File: config.mk
export PLATFORM = sky130hd
export DESIGN_NAME = alu_branch_exec
export DESIGN_NICKNAME = d
export VERILOG_FILES = /design/src/alu_branch_exec.v
export VERILOG_INCLUDE_DIRS = /design/src
export SDC_FILE = /design/constraint.sdc
export NUM_CORES = 1
export LEC_CHECK = 0
export CAP_MARGIN = 20
export CORE_MARGIN = 2
export CORE_UTILIZATION = 59
export DETAILED_ROUTE_END_ITERATION = 8
export DONT_BUFFER_PORTS = 1
export PLACE_DENSITY = 0.88
export SLEW_MARGIN = 30
export SYNTH_ARGS = -nofsm -noshare
export SYNTH_HDL_FRONTEND = slang
export SYNTH_SLANG_ARGS = --single-unit
File: constraint.sdc
create_clock -name clk -period 2 [get_ports clk]
set_clock_uncertainty 0.2 [all_clocks]
set_input_delay 0 -clock clk [delete_from_list [all_inputs] [get_ports clk]]
set_output_delay 0 -clock clk [all_outputs]
set_load 0.02 [all_outputs]
File: src/exec_defines.vh
// Purpose: Constants shared by the execution unit for arithmetic, logic and branch groups.
// Assumes: One core clock; decode supplies one operation code per issue.
// Notes: Operation codes are internal to this core; the branch codes and the register and I/O skip codes are decoded as ranges and must stay contiguous.
`ifndef EXEC_DEFINES_VH
`define EXEC_DEFINES_VH
// ****************************************
// Operation codes
// ****************************************
`define OP_ADD 6'h00
`define OP_ADD_CARRY 6'h01
`define OP_DIFF 6'h02
`define OP_DIFF_REG_IMM 6'h03
`define OP_DIFF_WITH_BORROW 6'h04
`define OP_DIFF_IMM_WITH_BORROW 6'h05
`define OP_CONJ 6'h06
`define OP_BITWISE_CONJ_IMM 6'h07
`define OP_DISJ 6'h08
`define OP_BITWISE_DISJ_IMM 6'h09
`define OP_BITWISE_XOR 6'h0A
`define OP_MASK_CLEAR_BITS 6'h0B
`define OP_ZERO_MINUS_TEST 6'h0C
`define OP_POINTER_JUMP 6'h0D
`define OP_POINTER_CALL 6'h0E
`define OP_EQUAL_COMPARE_SKIP 6'h0F
`define OP_COMPARE 6'h10
`define OP_COMPARE_CARRY 6'h11
`define OP_COMPARE_IMMEDIATE 6'h12
`define OP_SKIP_REG_BIT_LOW 6'h13
`define OP_SKIP_REG_BIT_HIGH 6'h14
`define OP_SKIP_IO_BIT_LOW 6'h15
`define OP_SKIP_IO_BIT_HIGH 6'h16
`define OP_BRANCH_STATUS_BIT_HIGH 6'h17
`define OP_BRANCH_STATUS_BIT_LOW 6'h18
`define OP_BRANCH_SIGNED_GE 6'h19
`define OP_BRANCH_SIGNED_LT 6'h1A
`define OP_BRANCH_UNSIGNED_GE 6'h1B
`define OP_BRANCH_UNSIGNED_LT 6'h1C
`define OP_BRANCH_HALFCARRY_HIGH 6'h1D
`define OP_BRANCH_HALFCARRY_LOW 6'h1E
`define OP_BRANCH_TRANSFER_BIT_HIGH 6'h1F
`define OP_BRANCH_TRANSFER_BIT_LOW 6'h20
`define OP_BRANCH_OVF_HIGH 6'h21
`define OP_BRANCH_OVF_LOW 6'h22
`define OP_BRANCH_CARRY_HIGH 6'h23
`define OP_BRANCH_CARRY_LOW 6'h24
// ****************************************
// Status flag positions
// ****************************************
`define FLAG_C 0
`define FLAG_Z 1
`define FLAG_N 2
`define FLAG_V 3
`define FLAG_S 4
`define FLAG_H 5
`define FLAG_T 6
`define FLAG_I 7
// ****************************************
// Clock counts and reset values
// ****************************************
`define CLK_ALU 2'h1
`define CLK_JUMP 2'h2
`define CLK_CALL_SHORT 2'h3
`define CLK_CALL_LONG 2'h0
`define CLK_NOT_TAKEN 2'h1
`define CLK_TAKEN 2'h2
`define CLK_SKIP_TWO 2'h3
`define RST_BYTE 8'h00
`define RST_PC 22'h000000
`define MASK_ALL 8'hFF
`endif

File: src/alu_branch_exec.v
// Purpose: Executes arithmetic, logic, compare, skip, branch and pointer jump or call operations.
// Assumes: Operands, status flags and program counter arrive from decode with op_valid.
// Notes: All results are registered; ready falls while a multi-clock operation runs.
`timescale 1ns/1ps
`include "exec_defines.vh"

// Operation
// RL1: Plain add writes sum, ignores carry, sets Z C N V S H, one clock.
// RL2: Add with carry writes sum plus carry, sets six flags, one clock.
// RL3: Register and immediate subtract store difference, set six flags, one clock.
// RL4: Subtract with borrow also removes carry, sets six flags, one clock.
// RL5: AND, OR, XOR store result, set Z N V S, keep C H.
// RL6: Mask clear ANDs with FF minus mask, sets Z N V S, one clock.
// RL7: Zero-or-minus test ANDs register with itself, sets Z N V S.
// RL8: Pointer jump loads PC from Z, upper bits zero, no flags, two clocks.
// RL9: Pointer call loads PC from Z, no flags, three or four clocks.
// RL10: Equal compare skips next instruction on match, no flags, one to three clocks.
// RL11: Compares subtract without storing, set Z N V C S H, one clock.
// RL12: Skip when selected register bit is zero, no flags, one to three clocks.
// RL13: Skip when selected register bit is one, no flags, one to three clocks.
// RL14: Skip when addressed I/O bit is zero, no flags, one to three clocks.
// RL15: Skip when addressed I/O bit is one, no flags, one to three clocks.
// RL16: Status bit branch adds offset plus one when taken; one or two clocks.
// RL17: Signed branches test N xor V for zero or one, one or two clocks.
// RL18: Unsigned branches test carry clear or set, adding offset plus one.
// RL19: Half-carry branches taken on H one or zero, one or two clocks.
// RL20: Transfer-bit branches test T flag, jump by offset plus one.
// RL21: Overflow branches test V set or clear, one or two clocks.
// RL22: Carry branches jump on carry clear or set, altering no flag.
// RL23: Taken skip costs one extra clock, two for a two-word follower.
module alu_branch_exec #(
   parameter LONG_CALL = 0
) (
   // Clock and reset
   input wire clk,
   input wire rst,
   // Issue from decode
   input wire op_valid,
   input wire [5:0] op,
   input wire [7:0] rd_val,
   input wire [7:0] rr_val,
   input wire [7:0] imm,
   input wire [2:0] bit_sel,
   input wire io_bit,
   input wire [6:0] offset,
   input wire next_two_word,
   input wire [7:0] flags_in,
   input wire [21:0] pc_in,
   input wire [15:0] z_ptr,
   // Status
   output reg ready,
   output reg done,
   // Register file write
   output reg result_we,
   output reg [7:0] result,
   // Status flag write
   output reg flags_we,
   output reg [7:0] flags_out,
   // Program counter and stack
   output reg pc_we,
   output reg [21:0] pc_out,
   output reg push_we,
   output reg [21:0] push_addr
);

// ****************************************
// Operand selection and arithmetic
// ****************************************
reg is_imm;
reg is_add;
reg is_sub;
reg is_logic;
reg use_cin;
reg store;
reg [7:0] b_op;
reg [7:0] res;
reg [8:0] wide;
reg [4:0] low;
reg half;
reg ovf;
reg [7:0] next_flags;

always @* begin
   // One entry per code keeps a renumbered code from silently landing in the wrong group.
   is_imm = 1'b0;
   is_add = 1'b0;
   is_sub = 1'b0;
   is_logic = 1'b0;
   use_cin = 1'b0;
   store = 1'b0;
   case (op)
      `OP_ADD: begin
         is_add = 1'b1;
         store = 1'b1; // RL1
      end
      `OP_ADD_CARRY: begin
         is_add = 1'b1;
         use_cin = 1'b1;
         store = 1'b1; // RL2
      end
      `OP_DIFF: begin
         is_sub = 1'b1;
         store = 1'b1; // RL3
      end
      `OP_DIFF_REG_IMM: begin
         is_sub = 1'b1;
         is_imm = 1'b1;
         store = 1'b1; // RL3
      end
      `OP_DIFF_WITH_BORROW: begin
         is_sub = 1'b1;
         use_cin = 1'b1;
         store = 1'b1; // RL4
      end
      `OP_DIFF_IMM_WITH_BORROW: begin
         is_sub = 1'b1;
         is_imm = 1'b1;
         use_cin = 1'b1;
         store = 1'b1; // RL4
      end
      `OP_CONJ, `OP_DISJ, `OP_BITWISE_XOR, `OP_ZERO_MINUS_TEST: begin
         is_logic = 1'b1;
         store = 1'b1; // RL5 RL7
      end
      `OP_BITWISE_CONJ_IMM, `OP_BITWISE_DISJ_IMM, `OP_MASK_CLEAR_BITS: begin
         is_logic = 1'b1;
         is_imm = 1'b1;
         store = 1'b1; // RL5 RL6
      end
      `OP_COMPARE: begin
         // Compares share the subtractor but never write the register file.
         is_sub = 1'b1; // RL11
      end
      `OP_COMPARE_CARRY: begin
         is_sub = 1'b1;
         use_cin = 1'b1; // RL11
      end
      `OP_COMPARE_IMMEDIATE: begin
         is_sub = 1'b1;
         is_imm = 1'b1; // RL11
      end
      default: begin
         // Branch, skip, pointer and unknown codes leave the arithmetic idle.
         store = 1'b0;
      end
   endcase
   b_op = is_imm ? imm : rr_val;
   wide = 9'h000;
   low = 5'h00;
   res = 8'h00;
   half = 1'b0;
   ovf = 1'b0;
   if (is_add) begin
      // Plain add never looks at the incoming carry.
      wide = {1'b0, rd_val} + {1'b0, b_op} + {8'h00, use_cin & flags_in[`FLAG_C]}; // RL1 RL2
      low = {1'b0, rd_val[3:0]} + {1'b0, b_op[3:0]} + {4'h0, use_cin & flags_in[`FLAG_C]};
      res = wide[7:0];
      half = low[4];
      ovf = (rd_val[7] & b_op[7] & ~res[7]) | (~rd_val[7] & ~b_op[7] & res[7]);
   end else if (is_sub) begin
      wide = {1'b0, rd_val} - {1'b0, b_op} - {8'h00, use_cin & flags_in[`FLAG_C]}; // RL3 RL4 RL11
      low = {1'b0, rd_val[3:0]} - {1'b0, b_op[3:0]} - {4'h0, use_cin & flags_in[`FLAG_C]};
      res = wide[7:0];
      half = low[4];
      ovf = (rd_val[7] & ~b_op[7] & ~res[7]) | (~rd_val[7] & b_op[7] & res[7]);
   end else begin
      case (op)
         `OP_CONJ, `OP_BITWISE_CONJ_IMM: res = rd_val & b_op; // RL5
         `OP_DISJ, `OP_BITWISE_DISJ_IMM: res = rd_val | b_op; // RL5
         `OP_BITWISE_XOR: res = rd_val ^ b_op; // RL5
         `OP_MASK_CLEAR_BITS: res = rd_val & (`MASK_ALL - imm); // RL6
         `OP_ZERO_MINUS_TEST: res = rd_val & rd_val; // RL7
         default: res = 8'h00;
      endcase
   end
   next_flags = flags_in;
   if (is_add || is_sub) begin
      // Carry-using subtract and compare only keep Z when the previous result was zero too.
      next_flags[`FLAG_Z] = (res == 8'h00) & (~(is_sub & use_cin) | flags_in[`FLAG_Z]);
      next_flags[`FLAG_C] = wide[8];
      next_flags[`FLAG_H] = half;
      next_flags[`FLAG_N] = res[7];
      next_flags[`FLAG_V] = ovf;
      next_flags[`FLAG_S] = res[7] ^ ovf; // RL1 RL2 RL3 RL4 RL11
   end else if (is_logic) begin
      next_flags[`FLAG_Z] = (res == 8'h00);
      next_flags[`FLAG_N] = res[7];
      next_flags[`FLAG_V] = 1'b0;
      next_flags[`FLAG_S] = res[7]; // RL5 RL6 RL7
   end
end

// ****************************************
// Branch and skip decisions
// ****************************************
reg is_branch;
reg is_skip;
reg taken;
reg [1:0] clocks;
reg [21:0] next_pc;
reg [21:0] pc_step;

always @* begin
   is_branch = (op >= `OP_BRANCH_STATUS_BIT_HIGH) && (op <= `OP_BRANCH_CARRY_LOW);
   is_skip = (op == `OP_EQUAL_COMPARE_SKIP) || (op >= `OP_SKIP_REG_BIT_LOW && op <= `OP_SKIP_IO_BIT_HIGH);
   case (op)
      `OP_EQUAL_COMPARE_SKIP: taken = (rd_val == rr_val); // RL10
      `OP_SKIP_REG_BIT_LOW: taken = ~rr_val[bit_sel]; // RL12
      `OP_SKIP_REG_BIT_HIGH: taken = rr_val[bit_sel]; // RL13
      `OP_SKIP_IO_BIT_LOW: taken = ~io_bit; // RL14
      `OP_SKIP_IO_BIT_HIGH: taken = io_bit; // RL15
      `OP_BRANCH_STATUS_BIT_HIGH: taken = flags_in[bit_sel]; // RL16
      `OP_BRANCH_STATUS_BIT_LOW: taken = ~flags_in[bit_sel]; // RL16
      `OP_BRANCH_SIGNED_GE: taken = ~(flags_in[`FLAG_N] ^ flags_in[`FLAG_V]); // RL17
      `OP_BRANCH_SIGNED_LT: taken = flags_in[`FLAG_N] ^ flags_in[`FLAG_V]; // RL17
      `OP_BRANCH_UNSIGNED_GE: taken = ~flags_in[`FLAG_C]; // RL18
      `OP_BRANCH_UNSIGNED_LT: taken = flags_in[`FLAG_C]; // RL18
      `OP_BRANCH_HALFCARRY_HIGH: taken = flags_in[`FLAG_H]; // RL19
      `OP_BRANCH_HALFCARRY_LOW: taken = ~flags_in[`FLAG_H]; // RL19
      `OP_BRANCH_TRANSFER_BIT_HIGH: taken = flags_in[`FLAG_T]; // RL20
      `OP_BRANCH_TRANSFER_BIT_LOW: taken = ~flags_in[`FLAG_T]; // RL20
      `OP_BRANCH_OVF_HIGH: taken = flags_in[`FLAG_V]; // RL21
      `OP_BRANCH_OVF_LOW: taken = ~flags_in[`FLAG_V]; // RL21
      `OP_BRANCH_CARRY_HIGH: taken = flags_in[`FLAG_C]; // RL22
      `OP_BRANCH_CARRY_LOW: taken = ~flags_in[`FLAG_C]; // RL22
      default: taken = 1'b0;
   endcase
   // The offset is two's complement, so it is sign-extended to the full counter width.
   pc_step = 22'h000001;
   if (is_branch && taken) begin
      pc_step = {{15{offset[6]}}, offset} + 22'h000001; // RL16 RL18 RL20
   end else if (is_skip && taken) begin
      pc_step = next_two_word ? 22'h000003 : 22'h000002; // RL10
   end
   next_pc = pc_in + pc_step;
   if (op == `OP_POINTER_JUMP || op == `OP_POINTER_CALL) begin
      next_pc = {6'h00, z_ptr}; // RL8 RL9
   end
   if (op == `OP_POINTER_JUMP) begin
      clocks = `CLK_JUMP; // RL8
   end else if (op == `OP_POINTER_CALL) begin
      // A count of zero stands for four clocks in the two-bit counter.
      clocks = (LONG_CALL != 0) ? `CLK_CALL_LONG : `CLK_CALL_SHORT; // RL9
   end else if (is_skip && taken) begin
      clocks = next_two_word ? `CLK_SKIP_TWO : `CLK_TAKEN; // RL23
   end else if (is_branch && taken) begin
      clocks = `CLK_TAKEN; // RL16 RL17 RL19 RL21
   end else begin
      clocks = `CLK_ALU; // RL1 RL3 RL5 RL11
   end
end

// ****************************************
// Issue and clock counting
// ****************************************
reg [1:0] remain;
wire issue;
assign issue = op_valid & ready;

always @(posedge clk or posedge rst) begin
   if (rst) begin
      ready <= 1'b1;
      done <= 1'b0;
      remain <= 2'h0;
      result_we <= 1'b0;
      result <= `RST_BYTE;
      flags_we <= 1'b0;
      flags_out <= `RST_BYTE;
      pc_we <= 1'b0;
      pc_out <= `RST_PC;
      push_we <= 1'b0;
      push_addr <= `RST_PC;
   end else begin
      result_we <= 1'b0;
      flags_we <= 1'b0;
      pc_we <= 1'b0;
      push_we <= 1'b0;
      done <= 1'b0;
      if (issue) begin
         // Results land at the issue edge; the remaining clocks only hold off the next issue.
         result_we <= store;
         result <= res;
         flags_we <= is_add | is_sub | is_logic; // RL8 RL9 RL10 RL22
         flags_out <= next_flags;
         pc_we <= is_branch | is_skip | (op == `OP_POINTER_JUMP) | (op == `OP_POINTER_CALL);
         pc_out <= next_pc;
         push_we <= (op == `OP_POINTER_CALL); // RL9
         push_addr <= pc_in + 22'h000001;
         remain <= clocks - 2'h1;
         ready <= (clocks == `CLK_ALU);
         done <= (clocks == `CLK_ALU);
      end else if (!ready) begin
         // A request offered while ready is low is dropped without a sign, so decode must hold it.
         remain <= remain - 2'h1;
         if (remain == 2'h1) begin
            ready <= 1'b1;
            done <= 1'b1;
         end
      end
   end
end

endmodule

==> out/metrics.yaml, run 1 <==
logic_synthesis:
  seq_area_frac_synth_pct: 27.1
  yosysTopAreaCell: "dfrtp_1"
  synth_edf_count: 0
  synthSimpleGateAreaFrac_pct: 20.1
  syn_area_mm2: 0.00629
  async_reset_ff_share_pct: 100
  synthTopCellsByArea: "dfrtp_1 27%, ha_1 11%, nand2_1 6.7%"
  synth-xor-area-share_pct: 9.32
  synth_adder_area_share_pct: 12.4
  yosys-top-cells-count: "112 x nand2_1, 67 x dfrtp_1, 66 x o21ai_0"
  syn_nets: 928
  yosysTopAreaCellShare_pct: 26.7
  synth.most_common_cell: "nand2_1"
  syn_avg_cell_area_um2: 8.09
  synth_top_family_by_area: "compound AO/OA/AOI/OAI gates"
  yosys_warnings: 0
  synth-main-ff-cell: "dfrtp_1"
  synth_compound_area_share_pct: 21.4
  synth_seq_cells: 68
  muxShareOfSynthArea_pct: 5.04
  synth.distinct_cells: 69
  syn_inst: 777
status:
  error_message: "[ERROR GRT-0232] Routing congestion too high. Check the congestion heatmap in the GUI."
  stop_stage: "5_1_grt"
  status: "stopped before the end"
global_routing:
  grt_use_total_pct: 97.1
  grt_max_degree: 72
  grt-ovfl-total: 992
die:
  initial_core_util_pct: 60.9
  fp.dieH_um: 107
  die_w_um: 107
  fp-row-count: 37
  io_pins: 157
placement:
  post-dp-hpwl_um: 17100
  numPortBuffers: 0
  preCtsSetupSlack_ns: -1.94
  place.gp.congestion: 1.05
  placed_area_mm2: 0.00785
clock_network:
  numCtsBuffers: 9
  cts_root_buffer: "clkbuf_8"
  htreeDepth: 3
  cts_buffer_depth: 2
  cts.sinks: 68
sta:
  worstEndpointGrtRepair: "pc_out[19]$_DFFE_PP0P_/D"
  endpoint_type: "register data pin"
-- metal layers --
layer  GRT usage [%]  overflow
met1            87.1         7
met3            65.2         1
met5            13.8         0
met4             114       219
met2             133       765
-- stage by stage --
step                      cells  setup TNS, ns  hold slack, ns
after CTS                  1176         -39.61         -0.0142
after detailed placement   1047         -54.70          -0.195
after global placement     1047         -50.97          -0.222
after floorplan             777         -38.41         -0.0946
-- logic make-up after synthesis --
| group | Yosys count |
|---|---|
| compound gates | 212 |
| xor+xnor | 66 |
| fa+ha+maj | 60 |
| buf+inv | 76 |
| flops | 68 |
| mux | 25 |
| simple gates | 270 |
-- what timing repair did --
action	4_1_cts
pin swaps	59
buffers inserted	43
hold buffers	85
gates resized for setup	78
hold endpoints to repair	134
endpoints found under the setup margin	36
==> run 2: changes to the inputs <==
CORE_UTILIZATION = 40   (was 59)
PLACE_DENSITY = default   (was 0.88)
PLACE_DENSITY_LB_ADDON = 0.15   (was default)
clock period = 2.6 ns   (was 2 ns; I/O delays follow)
==> out/metrics.yaml, run 2 <==
drt:
  wl_met3_um: 1630
  routedWlPerCell_um: 19.1
  firstDrtPassIters: 5
  ant_nets: 0
  drt_iter0_drc: 330
  drc: 0
  top_layer_used: "met4"
  vias: 6841
  wl_met2_um: 11700
  viasPerCell: 5.51
  wl_met1_um: 9630
  finalWirelength_um: 23600
finish:
  fillers: 1247
  drive_above_1_share_pct: 32.4
  reg.largest.list: "pc_out (22), push_addr (22)"
  final_cell_count_no_fill: 1241
  seq_area_mm2: 0.00170
  final_cell_mix: "158 x buf_4, 102 x nand2_1, 87 x dlygate4sd3_1, 67 x dfrtp_1, 51 x nor2_1"
  final_common_cell: "buf_4"
  nNetsFinal: 1175
  area_growth_pct: 56.6
  multiInputGateArea_mm2: 0.00502
sta:
  drv_slew: 0
  hold_ws_ns: -0.0271
  min_period_ns: 3.39
  rsz0062_at_grt: "yes"
  tightest_slew_ns: 0.778
  finalCritPeriodShare_pct: 130
  slew_headroom_pct: 48.1
  clock.fmax_ghz: 0.295
  setup_slack_ns: -0.789
  setup_violations: 29
  hold_viol: 1
clock_network:
  insertion_delay_ns: 0.34
  htreeDepth: 3  # unchanged
  cts.sinks: 68  # unchanged
  cts_root_buffer: "clkbuf_16"
  numCtsBuffers: 9  # unchanged
  cts_buffer_depth: 2  # unchanged
  cts.clk_slew.worst_paths_ns: 0.06
  cts_tree: "yes"
logic_synthesis:
  synth-xor-area-share_pct: 9.32  # unchanged
  synth_adder_area_share_pct: 12.4  # unchanged
  synthTopCellsByArea: "dfrtp_1 27%, ha_1 11%, nand2_1 6.7%"
  synth.most_common_cell: "nand2_1"
  synth_compound_area_share_pct: 21.4  # unchanged
  muxShareOfSynthArea_pct: 5.04  # unchanged
  yosys_warnings: 0  # unchanged
  syn_avg_cell_area_um2: 8.09  # unchanged
  synth_seq_cells: 68  # unchanged
  yosysTopAreaCellShare_pct: 26.7  # unchanged
  syn_area_mm2: 0.00629  # unchanged
  synth-main-ff-cell: "dfrtp_1"
  syn_nets: 928  # unchanged
  synth_edf_count: 0  # unchanged
  syn_inst: 777  # unchanged
  yosysTopAreaCell: "dfrtp_1"
  synth.distinct_cells: 69  # unchanged
  yosys-top-cells-count: "112 x nand2_1, 67 x dfrtp_1, 66 x o21ai_0"
  seq_area_frac_synth_pct: 27.1  # unchanged
  synth_top_family_by_area: "compound AO/OA/AOI/OAI gates"
  synthSimpleGateAreaFrac_pct: 20.1  # unchanged
  async_reset_ff_share_pct: 100  # unchanged
global_routing:
  grt_max_degree: 48
  grt-ovfl-total: 0
  grt_pass1_wl_um: 36200
  grt_use_total_pct: 27.7
  antenna_found_initial: 1
  grt_pass1_vias: 7057
die:
  initial_core_util_pct: 41.2  # -20 points
  core_area_mm2: 0.0153
  fp.dieArea_mm2: 0.0167
  die_w_um: 129  # +21%
  fp.dieH_um: 129  # +21%
  io_pins: 157  # unchanged
  fp-row-count: 45  # +22%
placement:
  place.gp.congestion: 0.904  # -14%
  dp.cells: 1110  # +6.0%
  post-dp-hpwl_um: 17000  # -0.97%
  numPortBuffers: 0  # unchanged
setup_path:
  critical_path_class: "in -> reg"
  worstPathRequired_ns: 2.63
  cp-start-kind: "input port"
  critPathArrivalTime_ns: 3.42
  endpoint_kind: "flip-flop"
  crit_path_max_fanout: 8
power_and_ir_drop:
  p_switching_mw: 2.40
  powerDensity_mw_per_mm2: 596
  p_clk_share_pct: 25.5
  p_int_mw: 3.46
  seqPwrFrac_pct: 41.7
  combPwrFrac_pct: 32.7
  vdd_drop_max_mv: 0.362
  switching_share_pct: 41.0
  total_power_mw: 5.87
  leakage_nw: 4.40
status:
  status: "finished with violations"
  violations: "negative hold slack, negative setup slack"
run:
  maxCapViolCount: 0
hold_path:
  worstHoldPathType: "in -> reg"
-- run 2: critical path, cell delays in order --
cell and delay [ns]:
mux4_2 0.48, mux2i_2 0.19, mux2i_1 0.14, o31ai_4 0.36, a31o_4 0.27, nor2_4 0.06
buf_12 0.16, ha_4 0.30, buf_6 0.10, nand4_1 0.08, o31a_1 0.33, o311a_4 0.35
o21ai_1 0.14, a21oi_1 0.09, xnor2_1 0.13, a22o_2 0.23
-- run 2: power by group through the flow --
stage / logic, mW / registers, mW / clock network (mW)
4_1_cts: 1.80 / 2.45 / 1.51
5_1_grt: 2.15 / 2.50 / 1.56
3_3_place_gp: 1.51 / 2.45 / 0
3_5_place_dp: 1.56 / 2.46 / 0
2_1_floorplan: 1.10 / 2.32 / 0
6_report: 1.92 / 2.45 / 1.50
-- run 2: what timing repair did --
action / 4_1_cts / 5_1_grt
endpoints found under the hold margin: 130 / 3
gates resized for setup: 62 / 73
endpoints found under the setup margin: 33 / 42
pin swaps: 37 / 43
buffers inserted: 19 / 11
hold buffers: 85 / 3
gates cloned: 0 / 0
-- run 2: final timing paths --
path,end,from,cells after the start,slack (ns)
worst max-delay path,pc_out[21],bit_sel[2],16,-0.79
max in group asynchronous,pc_out[6],rst,3,1.49
worst min-delay path,push_addr[21],pc_in[13],4,-0.03
worst max register to register,result_we,ready,3,0.31
worst min register to register,remain[0],remain[0],2,0.41
min in group asynchronous,flags_out[0],rst,2,0.06
-- run 2: cell families (layout without fill, tap and decap cells) --
family,count (synthesis),count (layout)
adder cells (fa/ha/maj),60,60
XOR/XNOR,66,66
AND/OR/NAND/NOR,270,270
AO/OA/AOI/OAI,212,212
multiplexers,25,25
other,0,1
flip-flops,68,68
buffers and inverters,76,328
-- run 2: area by class of cell --
class	instances	area share, %
clock buffers	11	2.57
repair buffers	264	23.4
clock inverters	5	1.08
multi-input cells	633	51.0
inverters	48	1.91
well taps	211	2.68
flip-flops and latches	68	17.3
diodes	1	0.0254
-- run 2: stage by stage --
stage                     setup TNS (ns)  instance area [um^2]  hold slack (ns)  worst slack [ns]  utilization, %
after detailed placement          -32.23                  7810           -0.139             -1.40            51.2
after global placement            -30.85                  7810           -0.155             -1.35            51.2
after global routing              -20.32                  9840          0.00292            -0.930            64.5
after CTS                         -14.41                  9450          0.00711            -0.824            61.9
final                             -14.85                  9840          -0.0271            -0.789            64.5
after floorplan                   -17.54                  6490          -0.0946            -0.948               -
-- run 2: per-layer routing --
| metal | GRT usage [%] | vias up |
|---|---|---|
| met5 | 0 | - |
| met4 | 9.40 | 0 |
| met3 | 6.11 | 58 |
| met2 | 47.9 | 268 |
| met1 | 34.1 | 3273 |
| li1 | - | 3242 |
No activity file was read; power rests on OpenSTA's default activity.
